## config.mk

```make
export PLATFORM = sky130hd
export DESIGN_NAME = rtcpc_top
export DESIGN_NICKNAME = d
export VERILOG_FILES = /design/src/rtcpc_pkg.sv /design/src/rtcpc_flag.sv /design/src/rtcpc_sync.sv /design/src/rtcpc_top.sv
export SDC_FILE = /design/constraint.sdc
export NUM_CORES = 1
export LEC_CHECK = 0
export ABC_AREA = 0
export BUFFER_PORTS_ARGS = -buffer_cell sky130_fd_sc_hd__buf_4
export CAP_MARGIN = 20
export CORE_MARGIN = 4
export CORE_UTILIZATION = 60
export CTS_CLUSTER_DIAMETER = 40
export DETAILED_ROUTE_END_ITERATION = 10
export PLACE_DENSITY_LB_ADDON = 0.08
export SYNTH_ARGS = -nofsm -noshare
export SYNTH_HDL_FRONTEND = slang
export SYNTH_SLANG_ARGS = --single-unit
```

## constraint.sdc

```tcl
create_clock -name pclk -period 6.6 [get_ports pclk]
set_input_delay 1.98 -clock pclk [delete_from_list [all_inputs] [get_ports pclk]]
set_output_delay 1.98 -clock pclk [all_outputs]
set_load 0.005 [all_outputs]
```

## src/rtcpc_pkg.sv

```systemverilog
// Purpose: Shared constants for the real-time counter with periodic timer
// Assumes: APB slave, 32-bit data, one word per register
// Notes: Byte offsets are word aligned; all fields sit in low bits
package rtcpc_pkg;
    // Register byte offsets
    localparam logic [7:0] OFS_CTRL = 8'h00;
    localparam logic [7:0] OFS_STATUS = 8'h04;
    localparam logic [7:0] OFS_IRQ_CTRL = 8'h08;
    localparam logic [7:0] OFS_IRQ_FLAGS = 8'h0C;
    localparam logic [7:0] OFS_CRYSTAL_CALIBRATION = 8'h10;
    localparam logic [7:0] OFS_CLOCK_SOURCE_SELECT = 8'h14;
    localparam logic [7:0] OFS_CNT = 8'h18;
    localparam logic [7:0] OFS_PER = 8'h1C;
    localparam logic [7:0] OFS_CMP = 8'h20;
    localparam logic [7:0] OFS_PIT_CTRL = 8'h24;
    localparam logic [7:0] OFS_PIT_IRQ_CTRL = 8'h28;
    localparam logic [7:0] OFS_PIT_FLAGS = 8'h2C;
    // Field positions
    localparam int BIT_EN = 0;
    localparam int BIT_CORR_EN = 2;
    localparam int POS_PRESC = 3;
    localparam int POS_PIT_PERIOD = 3;
    localparam int BIT_OVF = 0;
    localparam int BIT_CMP = 1;
    localparam int BIT_SIGN = 7;
    // Reset values
    localparam logic [15:0] RST_PER = 16'hFFFF;
    localparam logic [15:0] RST_CMP = 16'h0000;
    localparam logic [3:0] RST_PRESC = 4'h0;
    // Correction: error spread over one million reference cycles
    localparam logic [19:0] CORR_SPAN = 20'hF4240;
    localparam logic [6:0] CORR_MAX = 7'h7F;
    // Periodic timer: period codes 1..14 select 4..32768 cycles
    localparam logic [3:0] PIT_CODE_MIN = 4'h1;
    localparam logic [3:0] PIT_CODE_MAX = 4'hE;
    // Level event taps: prescaler bit 5 is divide by 64, bit 12 by 8192
    localparam int EVT_TAP_LO = 5;
    localparam int EVT_TAP_HI = 12;
    localparam logic [4:0] OSC_DIV_LAST = 5'h1F;
    // Clock source codes
    typedef enum logic [1:0] {
        RTCPC_SRC_XTAL = 2'h0,
        RTCPC_SRC_EXTCLK = 2'h1,
        RTCPC_SRC_OSC = 2'h2,
        RTCPC_SRC_OSC_DIV32 = 2'h3
    } rtcpc_src_t;
endpackage : rtcpc_pkg

```

## src/rtcpc_flag.sv

```systemverilog
// Purpose: Sticky status flag, hardware set, write-one clear
// Assumes: Set and clear are single pclk pulses
// Notes: A set in the clearing cycle wins
`timescale 1ns/1ps
module rtcpc_flag (
    input wire logic pclk, // Bus clock
    input wire logic presetn, // Async reset, active low
    input wire logic set, // Hardware event
    input wire logic clr, // Software clear
    output logic q // Flag state
);
    // Set has priority over clear
    always_ff @(posedge pclk or negedge presetn) begin
        if (!presetn) begin
            q <= 1'b0;
        end else if (set) begin
            q <= 1'b1;
        end else if (clr) begin
            q <= 1'b0;
        end
    end
endmodule : rtcpc_flag

```

## src/rtcpc_sync.sv

```systemverilog
// Purpose: Two-flop synchroniser with rising edge pulse
// Assumes: Input is a slow clock from a pin, far below pclk
// Notes: First flop feeds only the second flop
`timescale 1ns/1ps
module rtcpc_sync (
    input wire logic pclk, // Bus clock
    input wire logic presetn, // Async reset, active low
    input wire logic async_in, // Pin level
    output logic rise // One-cycle pulse per rising edge
);
    logic s1;
    logic s2;
    logic s3;

    // Synchroniser chain and edge detect
    always_ff @(posedge pclk or negedge presetn) begin
        if (!presetn) begin
            s1 <= 1'b0;
            s2 <= 1'b0;
            s3 <= 1'b0;
            rise <= 1'b0;
        end else begin
            s1 <= async_in;
            s2 <= s1;
            s3 <= s2;
            rise <= s2 & ~s3;
        end
    end
endmodule : rtcpc_sync

```

## src/rtcpc_top.sv

```systemverilog
// Purpose: Real-time counter and periodic timer behind an APB slave
// Assumes: Counter clock sources are pins far slower than pclk
// Notes: pclk must run at least four times the counter clock
//
// Summary of operation
// - 16-bit counter compared against period and compare
// - Compare flag/event on tick after match
// - Overflow flag/event and wrap after period match
// - Clock from crystal, ext clock, osc, osc/32
// - 15-bit prescaler ahead of the counter
// - Correction in 1 ppm steps, 127 max
// - Correction skips or inserts prescaler counts
// - Periodic timer fires at power-of-two periods
// - Periodic timer independent of counter
// - Counter enable bit starts and stops counter
// - Periodic enable bit starts and stops timer
// - Shared prescaler runs while either enabled
// - First tick lands within one period
// - Periodic output toggles every half period
// - Correction enable applies calibration error value
// - Error cycles spread over one million cycles
// - Correction seen in count and periodic timer
// - Ongoing correction completes after disable
// - Events fire exactly with their flags
// - Interrupt held while enable and flag set
`timescale 1ns/1ps
module rtcpc_top
    import rtcpc_pkg::*;
(
    input wire logic pclk, // APB clock, 40 MHz
    input wire logic presetn, // Async reset, active low
    input wire logic psel, // APB select
    input wire logic penable, // APB access phase
    input wire logic pwrite, // APB direction
    input wire logic [7:0] paddr, // APB byte address
    input wire logic [31:0] pwdata, // APB write data
    output logic [31:0] prdata, // APB read data
    output logic pready, // APB ready
    output logic pslverr, // APB error, unmapped address
    input wire logic xtal_clk_in, // Crystal oscillator clock
    input wire logic ext_clk_in, // External digital clock
    input wire logic osc_clk_in, // Internal low-frequency oscillator
    output logic counter_irq, // Overflow or compare request
    output logic periodic_irq, // Periodic timer request
    output logic overflow_event, // Overflow event pulse
    output logic compare_event, // Compare event pulse
    output logic [7:0] periodic_event // Level events, div 64 to 8192
);
    logic counter_enable_bit;
    logic correction_enable;
    logic [3:0] presc;
    logic overflow_irq_en;
    logic compare_irq_en;
    logic [7:0] crystal_calibration;
    rtcpc_src_t clock_source_select;
    logic [15:0] cnt;
    logic [15:0] per;
    logic [15:0] cmp;
    logic periodic_timer_enable;
    logic [3:0] pit_period;
    logic periodic_irq_enable;
    logic [14:0] pre;
    logic [19:0] corr_acc;
    logic corr_pending;
    logic [4:0] osc_div;
    logic osc_div_tick;
    logic xtal_rise;
    logic ext_rise;
    logic osc_rise;
    logic ref_tick;
    logic pre_run;
    logic [1:0] pre_inc;
    logic [15:0] pre_mask;
    logic count_tick;
    logic ovf_set;
    logic cmp_set;
    logic ovf_flag;
    logic cmp_flag;
    logic pit_flag;
    logic pit_lvl;
    logic pit_q;
    logic pit_rise;
    logic wr_done;
    logic rd_start;
    logic mapped;
    logic [20:0] acc_sum;
    logic [31:0] next_rdata;

    // Pin clocks into the pclk domain
    rtcpc_sync u_sync_xtal (
        .pclk(pclk),
        .presetn(presetn),
        .async_in(xtal_clk_in),
        .rise(xtal_rise)
    );
    rtcpc_sync u_sync_ext (
        .pclk(pclk),
        .presetn(presetn),
        .async_in(ext_clk_in),
        .rise(ext_rise)
    );
    rtcpc_sync u_sync_osc (
        .pclk(pclk),
        .presetn(presetn),
        .async_in(osc_clk_in),
        .rise(osc_rise)
    );

    always_ff @(posedge pclk or negedge presetn) begin
        if (!presetn) begin
            osc_div <= 5'h00;
        end else if (osc_rise) begin
            osc_div <= osc_div + 5'h01;
        end
    end
    assign osc_div_tick = osc_rise && (osc_div == OSC_DIV_LAST);

    always_comb begin
        case (clock_source_select)
            RTCPC_SRC_XTAL: ref_tick = xtal_rise;
            RTCPC_SRC_EXTCLK: ref_tick = ext_rise;
            RTCPC_SRC_OSC: ref_tick = osc_rise;
            RTCPC_SRC_OSC_DIV32: ref_tick = osc_div_tick;
            default: ref_tick = 1'b0;
        endcase
    end

    // APB handshake: one wait state, then ready
    assign mapped = (paddr[1:0] == 2'h0) && (paddr <= OFS_PIT_FLAGS);
    assign rd_start = psel && penable && !pready;
    assign wr_done = psel && penable && pready && pwrite && mapped;

    always_ff @(posedge pclk or negedge presetn) begin
        if (!presetn) begin
            pready <= 1'b0;
            pslverr <= 1'b0;
            prdata <= 32'h0000_0000;
        end else begin
            pready <= rd_start;
            pslverr <= rd_start && !mapped;
            prdata <= (rd_start && !pwrite) ? next_rdata : 32'h0000_0000;
        end
    end

    // Read multiplexer
    always_comb begin
        next_rdata = 32'h0000_0000;
        case (paddr)
            OFS_CTRL: next_rdata = {25'h0, presc, correction_enable, 1'b0,
                                    counter_enable_bit};
            OFS_STATUS: next_rdata = {30'h0, corr_pending, pre_run};
            OFS_IRQ_CTRL: next_rdata = {30'h0, compare_irq_en, overflow_irq_en};
            OFS_IRQ_FLAGS: next_rdata = {30'h0, cmp_flag, ovf_flag};
            OFS_CRYSTAL_CALIBRATION: next_rdata = {24'h0, crystal_calibration};
            OFS_CLOCK_SOURCE_SELECT: next_rdata = {30'h0, clock_source_select};
            OFS_CNT: next_rdata = {16'h0, cnt};
            OFS_PER: next_rdata = {16'h0, per};
            OFS_CMP: next_rdata = {16'h0, cmp};
            OFS_PIT_CTRL: next_rdata = {25'h0, pit_period, 2'h0, periodic_timer_enable};
            OFS_PIT_IRQ_CTRL: next_rdata = {31'h0, periodic_irq_enable};
            OFS_PIT_FLAGS: next_rdata = {31'h0, pit_flag};
            default: next_rdata = 32'h0000_0000;
        endcase
    end

    // Control register writes
    always_ff @(posedge pclk or negedge presetn) begin
        if (!presetn) begin
            counter_enable_bit <= 1'b0;
            correction_enable <= 1'b0;
            presc <= RST_PRESC;
            overflow_irq_en <= 1'b0;
            compare_irq_en <= 1'b0;
            crystal_calibration <= 8'h00;
            clock_source_select <= RTCPC_SRC_XTAL;
            per <= RST_PER;
            cmp <= RST_CMP;
            periodic_timer_enable <= 1'b0;
            pit_period <= 4'h0;
            periodic_irq_enable <= 1'b0;
        end else if (wr_done) begin
            case (paddr)
                OFS_CTRL: begin
                    counter_enable_bit <= pwdata[BIT_EN];
                    correction_enable <= pwdata[BIT_CORR_EN];
                    presc <= pwdata[POS_PRESC +: 4];
                end
                OFS_IRQ_CTRL: begin
                    overflow_irq_en <= pwdata[BIT_OVF];
                    compare_irq_en <= pwdata[BIT_CMP];
                end
                OFS_CRYSTAL_CALIBRATION: crystal_calibration <= pwdata[7:0];
                OFS_CLOCK_SOURCE_SELECT: clock_source_select <= rtcpc_src_t'(pwdata[1:0]);
                OFS_PER: per <= pwdata[15:0];
                OFS_CMP: cmp <= pwdata[15:0];
                OFS_PIT_CTRL: begin
                    periodic_timer_enable <= pwdata[BIT_EN];
                    pit_period <= pwdata[POS_PIT_PERIOD +: 4];
                end
                OFS_PIT_IRQ_CTRL: periodic_irq_enable <= pwdata[BIT_EN];
                default: ;
            endcase
        end
    end

    // prescaler runs while either function enabled
    assign pre_run = counter_enable_bit || periodic_timer_enable;
    // skip a count to speed up, hold to slow down
    assign pre_inc = !corr_pending ? 2'h1 : (crystal_calibration[BIT_SIGN] ? 2'h0 : 2'h2);

    always_ff @(posedge pclk or negedge presetn) begin
        if (!presetn) begin
            pre <= 15'h0000;
        end else if (!pre_run) begin
            pre <= 15'h0000;
        end else if (ref_tick) begin
            pre <= pre + {13'h0, pre_inc};
        end
    end

    assign acc_sum = {1'b0, corr_acc} + {14'h0, crystal_calibration[6:0]};
    always_ff @(posedge pclk or negedge presetn) begin
        if (!presetn) begin
            corr_acc <= 20'h00000;
            corr_pending <= 1'b0;
        end else if (pre_run && ref_tick) begin
            if (correction_enable && acc_sum >= {1'b0, CORR_SPAN}) begin
                corr_acc <= 20'(acc_sum - {1'b0, CORR_SPAN});
                corr_pending <= 1'b1;
            end else begin
                if (correction_enable) begin
                    corr_acc <= acc_sum[19:0];
                end
                corr_pending <= 1'b0;
            end
        end
    end

    assign pre_mask = (16'h0001 << presc) - 16'h0001;
    // corrected prescaler drives the count tick
    assign count_tick = counter_enable_bit && ref_tick &&
        ((({1'b0, pre} & pre_mask) + {14'h0, pre_inc}) > pre_mask);

    // compare match seen at the next tick
    assign cmp_set = count_tick && (cnt == cmp);
    // period match seen at the next tick
    assign ovf_set = count_tick && (cnt == per);

    always_ff @(posedge pclk or negedge presetn) begin
        if (!presetn) begin
            cnt <= 16'h0000;
        end else if (wr_done && paddr == OFS_CNT) begin
            cnt <= pwdata[15:0];
        end else if (ovf_set) begin
            cnt <= 16'h0000;
        end else if (count_tick) begin
            cnt <= cnt + 16'h0001;
        end
    end

    // Sticky flags, write one to clear
    rtcpc_flag u_flag_ovf (
        .pclk(pclk),
        .presetn(presetn),
        .set(ovf_set),
        .clr(wr_done && paddr == OFS_IRQ_FLAGS && pwdata[BIT_OVF]),
        .q(ovf_flag)
    );
    rtcpc_flag u_flag_cmp (
        .pclk(pclk),
        .presetn(presetn),
        .set(cmp_set),
        .clr(wr_done && paddr == OFS_IRQ_FLAGS && pwdata[BIT_CMP]),
        .q(cmp_flag)
    );
    rtcpc_flag u_flag_pit (
        .pclk(pclk),
        .presetn(presetn),
        .set(pit_rise),
        .clr(wr_done && paddr == OFS_PIT_FLAGS && pwdata[BIT_EN]),
        .q(pit_flag)
    );

    // periodic output is a prescaler bit, toggling each half period
    always_comb begin
        pit_lvl = 1'b0;
        // code k gives a period of 2^(k+1) cycles
        if (periodic_timer_enable && pit_period >= PIT_CODE_MIN
                && pit_period <= PIT_CODE_MAX) begin
            pit_lvl = pre[pit_period];
        end
    end
    assign pit_rise = pit_lvl && !pit_q;

    // periodic timer state, independent of counter enable
    always_ff @(posedge pclk or negedge presetn) begin
        if (!presetn) begin
            pit_q <= 1'b0;
            periodic_event <= 8'h00;
        end else begin
            pit_q <= pit_lvl;
            periodic_event <= periodic_timer_enable ? pre[EVT_TAP_HI:EVT_TAP_LO] : 8'h00;
        end
    end

    // events and requests from flop outputs
    always_ff @(posedge pclk or negedge presetn) begin
        if (!presetn) begin
            overflow_event <= 1'b0;
            compare_event <= 1'b0;
            counter_irq <= 1'b0;
            periodic_irq <= 1'b0;
        end else begin
            overflow_event <= ovf_set;
            compare_event <= cmp_set;
            // request while flag and enable set
            counter_irq <= (ovf_flag && overflow_irq_en) || (cmp_flag && compare_irq_en);
            periodic_irq <= pit_flag && periodic_irq_enable;
        end
    end

    // Checks on counter, prescaler, flags and bus
    // wrap and flag
    a_ovf_wrap: assert property (@(posedge pclk) disable iff (!presetn)
        ovf_set && !(wr_done && paddr == OFS_CNT) |=> cnt == 16'h0000 && ovf_flag)
        else $error("overflow did not wrap counter");
    a_cmp_flag: assert property (@(posedge pclk) disable iff (!presetn)
        cmp_set |=> cmp_flag ##1 cmp_flag || $past(wr_done))
        else $error("compare flag not set");
    a_pre_stop: assert property (@(posedge pclk) disable iff (!presetn)
        !pre_run |=> pre == 15'h0000)
        else $error("prescaler ran while both disabled");
    a_cnt_hold: assert property (@(posedge pclk) disable iff (!presetn)
        !counter_enable_bit && !wr_done |=> $stable(cnt))
        else $error("counter moved while disabled");
    a_event_match: assert property (@(posedge pclk) disable iff (!presetn)
        overflow_event == $past(ovf_set) && compare_event == $past(cmp_set))
        else $error("event differs from flag condition");
    a_irq_level: assert property (@(posedge pclk) disable iff (!presetn)
        ovf_flag && overflow_irq_en |=> counter_irq)
        else $error("counter request missing");
    a_pit_fire: assert property (@(posedge pclk) disable iff (!presetn)
        pit_rise |=> pit_flag ##1 (periodic_irq || !periodic_irq_enable || !pit_flag))
        else $error("periodic flag or request missing");
    a_corr_finish: assert property (@(posedge pclk) disable iff (!presetn)
        corr_pending && !ref_tick |=> corr_pending)
        else $error("correction dropped before applied");
    a_apb_ready: assert property (@(posedge pclk) disable iff (!presetn)
        rd_start |=> pready ##1 !pready || (psel && penable && !pready))
        else $error("ready not one wait state");
    c_overflow: cover property (@(posedge pclk) disable iff (!presetn) ovf_set);
    c_pit_irq: cover property (@(posedge pclk) disable iff (!presetn) $rose(periodic_irq));
    c_correction: cover property (@(posedge pclk) disable iff (!presetn)
        corr_pending && ref_tick);
endmodule : rtcpc_top

```

==> results of run 1 <==
final cells by class:
type | count | area share
multi-input combinational | 751 | 0.488
sequential | 159 | 0.367
timing repair buffer | 77 | 0.0534
clock buffer | 19 | 0.0407
tap | 216 | 0.0248
clock inverter | 13 | 0.0180
inverter | 23 | 0.00792
layer usage:
layer | wire, um | up-vias | track usage
met5 | 0 | - | 0
met4 | 419 | 0 | 0.0829
met3 | 1160 | 37 | 0.0449
met2 | 11100 | 222 | 0.428
met1 | 10400 | 3741 | 0.360
li1 | - | 3633 | -
cells in the mapped netlist, types with 5 or more instances:
library cell,n
o211ai_1,5
o21ai_0,53
buf_4,16
or3_1,6
o31a_1,5
mux2i_1,9
nand2b_1,8
ha_1,33
dfstp_2,16
and2_1,16
nand2_1,66
and3_1,20
buf_2,7
nor2b_1,17
nand3b_1,7
nor2_1,66
or4_1,8
a31oi_1,10
nor3_1,27
nor4_1,10
nor3b_1,12
a21oi_1,45
a222oi_1,10
xnor2_1,42
a211oi_1,6
mux2_2,59
nand3_1,28
dfrtp_1,143
a21o_1,13
xor2_1,36
inv_1,22
clkbuf_1,52
a22oi_1,19
o21bai_1,11
or2_2,5
nand4_1,21
registers in the layout, summed over array words and instances, names as in the netlist, 2 cells and up:
signal	flops
clock_source_select	2
cmp	16
cnt	16
corr_acc	20
crystal_calibration	8
osc_div	5
per	16
periodic_event	8
pit_period	4
prdata	16
pre	15
presc	4
through the flow:
step | cell area (um^2) | std cells | setup WS, ns | hold WS, ns
after floorplan | 9750 | 1013 | 1.37 | 0.331
after global placement | 10200 | 1224 | 1.21 | 0.333
after detailed placement | 10200 | 1224 | 1.14 | 0.340
after CTS | 10900 | 1256 | 1.12 | 0.355
after global routing | 10900 | 1258 | 0.709 | 0.364
final | 10900 | 1258 | 1.15 | 0.355
worst max path at each step:
stage,start,end,slack (ns),cells after the start
after global placement,presc[2]$_DFFE_PN0P_,cnt[14]$_DFFE_PN0P_,1.21,23
after floorplan,presc[3]$_DFFE_PN0P_,cnt[12]$_DFFE_PN0P_,1.37,26
after detailed placement,presc[2]$_DFFE_PN0P_,cnt[14]$_DFFE_PN0P_,1.14,23
final,presc[2]$_DFFE_PN0P_,cnt[14]$_DFFE_PN0P_,1.15,23
after global routing,presc[2]$_DFFE_PN0P_,cnt[14]$_DFFE_PN0P_,0.71,23
after CTS,presc[2]$_DFFE_PN0P_,cnt[14]$_DFFE_PN0P_,1.12,23
cells by family (layout without fill, tap and decap cells):
family	count (synthesis)	count (layout)	synth area share
simple gates	329	329	0.180
flops	159	159	0.412
xor+xnor	78	78	0.0704
buf+inv	103	132	0.0472
compound gates	218	218	0.152
other cells	2	17	0.000774
fa+ha+maj	36	36	0.0488
mux	73	73	0.0882
worst max-delay path, cell delays in order (launching register included):
cell and delay, ns:
dfrtp_1 0.55, nor2_1 0.26, nand2_1 0.13, ha_1 0.28, or2_2 0.32, o21ai_0 0.16, a31oi_1 0.14, nor2b_1 0.26
nand3b_1 0.14, or3_1 0.42, nor3_1 0.30, nand4_1 0.18, xor2_1 0.20, ha_1 0.29, a21o_1 0.18, a21o_1 0.17
a21oi_1 0.13, o21ai_0 0.12, o2111ai_1 0.30, buf_4 0.29, nor3_1 0.08, a21oi_1 0.13, a2bb2oi_1 0.19, o21ai_0 0.09
power by group through the flow:
stage               Combinational, mW  Sequential [mW]  Clock (mW)
global placement               0.0799             1.03           0
CTS                            0.0832             1.01        1.09
detailed placement             0.0832             1.03           0
floorplan                      0.0408             1.02           0
finish                         0.0815             1.01        1.08
global route                   0.0945             1.01        1.14
layout by cell type, fill, tap and decap left out, types with 17 or more instances in the layout:
cell | netlist | final
a21oi_1 | 45 | 45
xnor2_1 | 42 | 42
nor2b_1 | 17 | 17
nor3_1 | 27 | 24
nand3_1 | 28 | 28
and3_1 | 20 | 20
dfrtp_1 | 143 | 143
o21ai_0 | 53 | 53
nand2_1 | 66 | 66
xor2_1 | 36 | 36
inv_1 | 22 | 22
buf_4 | 16 | 75
ha_1 | 33 | 33
conb_1 | 2 | 17
clkbuf_16 | 0 | 17
a22oi_1 | 19 | 19
mux2_2 | 59 | 59
nor2_1 | 66 | 66
nand4_1 | 21 | 21
==> results.ini, run 1 <==
[setup_path]
crit_type = register to register
worstSetupEndpointType = register
path_max_fanout = 20
r2r_start = presc[2]$_DFFE_PN0P_
critical_path_arrival_ns = 5.76
cp-start-kind = register
r2r_slack_ns = 1.15
r2r_end = cnt[14]$_DFFE_PN0P_
critical_path_required_ns = 6.91
rr_worst_depth = 23

[timing]
min_period_ns = 5.45
max-slew-margin-rel = 0.326
clock-skew-final_ns = 0.0104
finalSetupViolCount = 0
rsz0062_at_grt = false
slew_violations = 0
max_freq_mhz = 183
worst_pin_slew_ns = 1.00
post-route-period-util = 0.826
fin_tns_setup_ns = 0
hold_viol = 0

[routing]
wirelength_mm = 23.0
drt_first_pass_iters = 5
avgViaCountPerCell = 6.07
ant_nets = 0
vias = 7633
drc = 0
avgRoutedWirePerCell_um = 18.3
drt-initial-drc-count = 680

[clocking]
cts-root-buf = clkbuf_16
htreeDepth = 4
holdBufCountCts = 0
clock_latency_ns = 0.43
cts_tree = done
cts-resized-gates = 0
cts_made_buffers = 17
numClockSinks = 159
clk_path_buf_depth = 2
clk_pin_slew_ns = 0.07
post_cts_buffers = 0

[power]
clockPowerShare = 0.497
p_int_mw = 1.68
power.density_mw_per_mm2 = 199
power_frac_seq = 0.465
swShare = 0.225
irDropWorstVdd_mv = 0.186
total_power_mw = 2.17
leakage_nw = 4.83
p_comb_frac = 0.038
power.switching_mw = 0.487

[placed_design]
io_buffers = 61
hpwlAfterDp_mm = 16.3
gp_congestion = 0.900

[global_route]
grtUsageTotal = 0.262
grt_max_degree = 93
grt_overflow = 0
grt_pass1_vias = 7493
antenna_found_initial = 0
grt_pass1_wl_mm = 38.3

[synth]
ys_types = 77
syn_avg_cell_area_um2 = 9.72
synthFlopType = dfrtp_1
ys_ff_latch = 159
netlist_top_cells_area = dfrtp_1 37%, mux2_2 6.9%, dfstp_2 4.3%
synth_edf_count = 0
synth_top_area_share = 0.369
ys_seq_area_frac = 0.412
yosysTopAreaCell = dfrtp_1
syn-cell-area_mm2 = 0.00970
netlist_instances = 998
synthArstFlopShare = 1.00
ys_warn_count = 0

[worst_hold_path]
hp-start = u_sync_xtal.s1$_DFF_PN0_
hold_depth = 0
worstHoldEndpoint = u_sync_xtal.s2$_DFF_PN0_
hold_path.class = register to register

[floorplanning]
core_mm2 = 0.0159
die-height_um = 135
rows = 46
pin_count = 94
start_util = 0.611
die_area_mm2 = 0.0183
fp.dieW_um = 135

[final_layout]
drive_gt1_frac = 0.205
fin_util = 0.686
syn2layout_area_growth_pct = 12.3
multi_input_area_mm2 = 0.00532
antennaDiodeCount = 0
seqCellArea_mm2 = 0.00400
fill_cells = 1282
nNetsFinal = 1113

[status]
status = finished clean

[flow_run]
cap_violations = 0

No activity file was read; power rests on OpenSTA's default activity.
==> run 2: changes to the inputs <==
--- a/config.mk
+++ b/config.mk
@@ -9,7 +9,7 @@
 export BUFFER_PORTS_ARGS = -buffer_cell sky130_fd_sc_hd__buf_4
 export CAP_MARGIN = 20
 export CORE_MARGIN = 4
-export CORE_UTILIZATION = 60
+export CORE_UTILIZATION = 54
 export CTS_CLUSTER_DIAMETER = 40
 export DETAILED_ROUTE_END_ITERATION = 10
 export PLACE_DENSITY_LB_ADDON = 0.08
==> constraint.sdc (replaced) <==
create_clock -name pclk -period 4.6 [get_ports pclk]
set_input_delay 1.38 -clock pclk [delete_from_list [all_inputs] [get_ports pclk]]
set_output_delay 1.38 -clock pclk [all_outputs]
set_load 0.005 [all_outputs]
==> run 2 against run 1 <==
The flow now finishes with violations (negative setup slack). Via count rose by 1.1%. Non-clock buffer count rose by 36. First-iteration DRC count fell by 15%. Die area rose by 10%. Combinational power rose by 48%. Register-to-register slack got worse by 1.2 ns. Sequential cell count did not move. Largest power group unchanged.
==> results.ini, run 2 (synthesis results as in run 1) <==
[flow_run]
cap_violations = 0  ; unchanged

[final_layout]
syn2layout_area_growth_pct = 17.7
antennaDiodeCount = 0  ; unchanged
largest_reg_flops = 20  ; unchanged
nNetsFinal = 1150  ; +3.3%
instances_no_fill = 1304  ; +3.7%
fill_cells = 1429  ; +11%
drive_gt1_frac = 0.260  ; +0.0551
final_common_cell = dfrtp_1
largest-register = corr_acc
layout_common_cells = 143 x dfrtp_1, 107 x buf_4, 65 x nand2_1

[clocking]
numClockSinks = 159  ; unchanged
clk_pin_slew_ns = 0.06  ; about the same
cts_made_buffers = 17  ; unchanged
cts_tree = done
cts-root-buf = clkbuf_16
holdBufCountCts = 0  ; unchanged
clock_latency_ns = 0.43  ; about the same
htreeDepth = 4  ; unchanged
clk_path_buf_depth = 2  ; unchanged

[global_route]
grt_pass1_vias = 7480  ; -0.17%
antenna_found_initial = 0  ; unchanged
grt_pass1_wl_mm = 39.2  ; +2.2%
grtUsageTotal = 0.241  ; -0.0212
grt_overflow = 0  ; unchanged
grt_max_degree = 66  ; -29%

[floorplanning]
core_mm2 = 0.0175  ; +10%
rows = 48  ; +4.3%
die-height_um = 142  ; +5.1%
start_util = 0.555  ; -0.0556
die_area_mm2 = 0.0202  ; +10%
pin_count = 94  ; unchanged
fp.dieW_um = 142  ; +5.1%

[setup_path]
path_max_fanout = 7  ; -65%
cp-start-kind = register
crit_type = register to register
critical_path_required_ns = 4.94  ; -1.97 ns
cp_cell_sequence = nor2_4 -> nand3b_1 -> ha_4 -> nor2b_4 -> fa_2 -> inv_2 -> or3_4 -> nor3_4 -> nand4_1 -> nor3_2 -> nand2_1 -> nor3_2 -> xnor2_1 -> ha_1 -> nand4_1 -> buf_4 -> o21ai_4 -> o2111ai_4 -> or2_4 -> o41a_1 -> o21ai_1
worstSetupEndpointType = register
critPathMaxStageDelay_ns = 0.40  ; -0.15 ns
critPathSlowestCell = dfrtp_1
critical_path_arrival_ns = 4.99  ; -0.77 ns

[routing]
drc = 0  ; unchanged
drt-initial-drc-count = 578  ; -15%
avgViaCountPerCell = 5.92  ; -2.5%
avgRoutedWirePerCell_um = 18.3  ; about the same
ant_nets = 0  ; unchanged
wirelength_mm = 23.8  ; +3.6%
drt_first_pass_iters = 6  ; +1
vias = 7718  ; +1.1%

[timing]
post-route-period-util = 1.01  ; +0.184
slew_violations = 0  ; unchanged
finalSetupViolCount = 2  ; +2
max_freq_mhz = 215  ; +17%
rsz0062_at_grt = true
worst_pin_slew_ns = 0.877  ; -0.127 ns
setup_ws_ns = -0.0456  ; -1.20 ns
hold_viol = 0  ; unchanged
clock-skew-final_ns = 0.0108  ; +0.000416 ns
min_period_ns = 4.65  ; -0.804 ns
max-slew-margin-rel = 0.415  ; +0.0894

[power]
power.density_mw_per_mm2 = 270  ; +36%
total_power_mw = 3.09  ; +42%
leakage_nw = 5.09  ; +5.2%
irDropWorstVdd_mv = 0.251  ; +35%

[status]
violations = negative setup slack
status = finished, violations left

[placed_design]
io_buffers = 61  ; unchanged
gp_congestion = 0.895  ; -0.64%
dpl.cell_count = 1266  ; +3.4%
hpwlAfterDp_mm = 16.9  ; +3.5%

[worst_hold_path]
hold_path.class = register to register

==> run 2: critical path: cells and delay by family, from the launching register on <==
kind / cells / cell delay [ns]
simple gates: 11 / 2.24
compound gates: 4 / 0.86
fa+ha+maj: 3 / 0.77
flops: 1 / 0.40
buf+inv: 2 / 0.20
xor+xnor: 1 / 0.08
==> run 2: per-stage QoR <==
step	TNS, ns	utilization	cell area [um^2]	hold slack, ns	worst slack [ns]
after global placement	-0.104	0.605	10600	0.333	-0.0581
after detailed placement	-1.45	0.605	10600	0.335	-0.133
after floorplan	0	-	9850	0.331	0.00164
after global routing	-4.27	0.653	11400	0.353	-0.345
final	-0.0685	0.653	11400	0.348	-0.0456
after CTS	0	0.643	11200	0.349	0.00248
==> run 2: area by class of cell <==
cell class	instances	area, um^2	area share
well taps	225	282	0.0247
clock inverters	13	186	0.0163
flip-flops and latches	159	4000	0.350
inverters	23	86.3	0.00756
multi-input cells	752	5530	0.485
repair buffers	113	883	0.0774
clock buffers	19	443	0.0388
==> run 2: final timing paths <==
check	slack (ns)	end	from	cells past startpoint
setup / recovery	-0.05	cnt[5]$_DFFE_PN0P_	presc[2]$_DFFE_PN0P_	21
hold / removal	0.35	u_sync_ext.s2$_DFF_PN0_	u_sync_ext.s1$_DFF_PN0_	0
setup reg to reg	-0.05	cnt[5]$_DFFE_PN0P_	presc[2]$_DFFE_PN0P_	21
hold reg to reg	0.35	u_sync_ext.s2$_DFF_PN0_	u_sync_ext.s1$_DFF_PN0_	0
max in group asynchronous	2.84	per[3]$_DFFE_PN1P_	presetn	2
min in group asynchronous	0.96	prdata[12]$_DFF_PN0_	presetn	1
==> run 2: report_power, final <==
| part | switching [mW] | total [mW] | internal, mW | leakage, nW |
|---|---|---|---|---|
| clock network | 0.591 | 1.52 | 0.927 | 0.302 |
| registers | 0.0198 | 1.45 | 1.43 | 2.11 |
| logic | 0.0696 | 0.121 | 0.0511 | 2.67 |
==> run 2: timing repair <==
action	CTS	global route
setup endpoints to repair	18	20
hold endpoints to repair	0	0
resized for setup	7	32
pin swaps	3	20
buffers inserted	0	5
cloned	1	0
==> run 2: metal layers <==
| layer | GRT usage | vias to the layer above | part of all wire |
|---|---|---|---|
| li1 | - | 3698 | - |
| met1 | 0.339 | 3818 | 0.45 |
| met2 | 0.398 | 181 | 0.49 |
| met3 | 0.0397 | 21 | 0.051 |
| met4 | 0.0500 | 0 | 0.0091 |
| met5 | 0 | - | 0 |
==> run 3: changes to the inputs <==
--- a/config.mk
+++ b/config.mk
@@ -5,11 +5,11 @@
 export SDC_FILE = /design/constraint.sdc
 export NUM_CORES = 1
 export LEC_CHECK = 0
-export ABC_AREA = 0
+export ABC_AREA = 1
 export BUFFER_PORTS_ARGS = -buffer_cell sky130_fd_sc_hd__buf_4
 export CAP_MARGIN = 20
 export CORE_MARGIN = 4
-export CORE_UTILIZATION = 54
+export CORE_UTILIZATION = 55
 export CTS_CLUSTER_DIAMETER = 40
 export DETAILED_ROUTE_END_ITERATION = 10
 export PLACE_DENSITY_LB_ADDON = 0.08
==> run 3 against run 2 <==
The flow now finishes without violations. Total power shrank 1.8%. Final cell count grew 30%. Clock power shrank 4%. Sequential cell count is the same. First-iteration DRC count grew 11%. Synthesized cell count grew 37%.
==> results.ini, run 3 <==
[synth]
ys_seq_area_frac = 0.399  ; -0.0128
synth_edf_count = 0  ; unchanged
synthFlopType = dfrtp_1
yosysTopAreaCell = dfrtp_1
synth_top_area_share = 0.358  ; -0.0115
netlist_top_cells_count = 372 x nand2_1, 200 x inv_1, 143 x dfrtp_1, 99 x nor2_1, 93 x o21ai_0
ys_types = 52  ; -32%
synth.most_common_cell = nand2_1
syn_avg_cell_area_um2 = 7.34  ; -24%
ys_ff_latch = 159  ; unchanged
syn-cell-area_mm2 = 0.0100  ; +3.2%
synthArstFlopShare = 1.00  ; unchanged
ys_warn_count = 0  ; unchanged
netlist_instances = 1364  ; +37%
netlist_top_cells_area = dfrtp_1 36%, nand2_1 14%, inv_1 7.5%

[timing]
max-slew-margin-rel = 0.441  ; +0.0256
hold_viol = 0  ; unchanged
finalSetupViolCount = 0  ; -2
clock-skew-final_ns = 0.0149  ; +0.00407 ns
slew_violations = 0  ; unchanged
worst_pin_slew_ns = 0.839  ; -0.0384 ns
setup_ws_ns = 0.279  ; +0.325 ns
fin_tns_setup_ns = 0  ; +0.0685 ns
post-route-period-util = 0.939  ; -0.0706
hold-worst-slack_ns = 0.352  ; +0.00402 ns
min_period_ns = 4.32  ; -0.325 ns
max_freq_mhz = 231  ; +7.5%

[setup_path]
cp-start-kind = register
worstSetupEndpointType = register
critPathSlowestCell = dfrtp_2
crit_family = simple AND/OR/NAND/NOR gates
critical_path_required_ns = 4.91  ; -0.03 ns
crit_buf_inv = 5  ; +3
crit_type = register to register
critPathMaxStageDelay_ns = 0.45  ; +0.05 ns
path_max_fanout = 5  ; -2
critical_path_arrival_ns = 4.63  ; -0.36 ns

[clocking]
clk_path_buf_depth = 2  ; unchanged
cts-root-buf = clkbuf_16
numClockSinks = 159  ; unchanged
cts_tree = done
cts_made_buffers = 17  ; unchanged
clk_pin_slew_ns = 0.08  ; +0.02 ns
htreeDepth = 4  ; unchanged
clock_latency_ns = 0.43  ; about the same

[final_layout]
final_common_cell = nand2_1
largest-register = corr_acc
antennaDiodeCount = 0  ; unchanged
largest_reg_flops = 20  ; unchanged
drive_gt1_frac = 0.146  ; -0.115
fill_cells = 1623  ; +14%
instances_no_fill = 1690  ; +30%
nNetsFinal = 1532  ; +33%
syn2layout_area_growth_pct = 15.1
layout_common_cells = 367 x nand2_1, 197 x inv_1, 141 x dfrtp_1

[placed_design]
hpwlAfterDp_mm = 19.0  ; +13%
io_buffers = 61  ; unchanged
gp_congestion = 0.894  ; about the same
preCtsSetupSlack_ns = 0.0847  ; +0.217 ns
dpl.cell_count = 1656  ; +31%

[global_route]
antenna_found_initial = 0  ; unchanged
grtUsageTotal = 0.260  ; +0.0188
grt_overflow = 0  ; unchanged
grt_max_degree = 92  ; +39%
grt_pass1_wl_mm = 42.7  ; +8.8%
grt_pass1_vias = 8639  ; +15%

[floorplanning]
die-height_um = 143  ; +0.63%
start_util = 0.559  ; +0.00422
pin_count = 94  ; unchanged
core_mm2 = 0.0179  ; +2.4%
die_area_mm2 = 0.0204  ; +1.3%
fp.dieW_um = 143  ; +0.63%
rows = 49  ; +2.1%

[routing]
drt-initial-drc-count = 641  ; +11%
avgViaCountPerCell = 5.46  ; -7.7%
drc = 0  ; unchanged
wirelength_mm = 25.7  ; +7.6%
avgRoutedWirePerCell_um = 15.2  ; -17%
vias = 9231  ; +20%
ant_nets = 0  ; unchanged
drt_first_pass_iters = 6  ; unchanged

[power]
irDropWorstVdd_mv = 0.366  ; +46%
power.density_mw_per_mm2 = 263  ; -2.7%
leakage_nw = 5.62  ; +10%

[worst_hold_path]
hold_path.class = register to register

[status]
status = finished clean

[flow_run]
cap_violations = 0  ; unchanged

## run 3: cell count changes after synthesis, sizes merged, moves of 41 or more
cell / previous run / this run
inv: 23 / 207
nand2: 66 / 390
nor2: 66 / 108
mux2: 60 / 2
o21ai: 56 / 97
nand3: 28 / 93
## run 3: logic make-up after synthesis
kind of cell	share of synthesized area
other cells	0.000750
fa+ha+maj	0.0473
buf+inv	0.106
flops	0.399
xor+xnor	0.0420
simple gates	0.287
mux	0.00225
compound gates	0.115
## run 3: final cells by class
| cell class | instances | area (um^2) | share of cell area |
|---|---|---|---|
| multi-input cells | 963 | 5080 | 0.441 |
| flip-flops and latches | 159 | 4000 | 0.347 |
| inverters | 208 | 783 | 0.0680 |
| repair buffers | 99 | 751 | 0.0652 |
| clock buffers | 17 | 425 | 0.0369 |
| well taps | 229 | 287 | 0.0249 |
| clock inverters | 15 | 191 | 0.0166 |
## run 3: worst paths after layout
path                                           from                        to  slack [ns]  depth (start not counted)
setup / recovery               presc[1]$_DFFE_PN0P_       cnt[12]$_DFFE_PN0P_        0.28                         27
max in group asynchronous                   presetn        per[7]$_DFFE_PN1P_        2.69                          2
min in group asynchronous                   presetn        pre[9]$_DFFE_PN0P_        1.01                          1
setup reg to reg               presc[1]$_DFFE_PN0P_       cnt[12]$_DFFE_PN0P_        0.28                         27
hold reg to reg            u_sync_xtal.s1$_DFF_PN0_  u_sync_xtal.s2$_DFF_PN0_        0.35                          0
hold / removal             u_sync_xtal.s1$_DFF_PN0_  u_sync_xtal.s2$_DFF_PN0_        0.35                          0
## run 3: where the power goes
group          internal (mW)  switching (mW)  total (mW)
registers               1.43          0.0200        1.45
clock network          0.785           0.678        1.46
logic                 0.0483          0.0727       0.121
total                   2.26           0.771        3.03
## run 3: timing repair
action	CTS	global route
endpoints found under the setup margin	0	20
hold endpoints to repair	0	0
setup buffers	0	2
hold buffers	0	0
gates resized for setup	0	24
## run 3: stage by stage
step / power [mW] / util / instance area [um^2]
after global routing: 3.14 / 0.643 / 11500
after global placement: 1.59 / 0.604 / 10800
after CTS: 3.05 / 0.638 / 11400
final: 3.03 / 0.643 / 11500
after detailed placement: 1.60 / 0.604 / 10800
after floorplan: 1.53 / - / 10100
## run 3: per-layer routing
metal / track usage / wire (um) / vias up
li1: - / - / 4558
met1: 0.350 / 11400 / 4378
met2: 0.428 / 12300 / 236
met3: 0.0455 / 1260 / 59
met4: 0.0860 / 700 / 0
met5: 0 / 0 / -
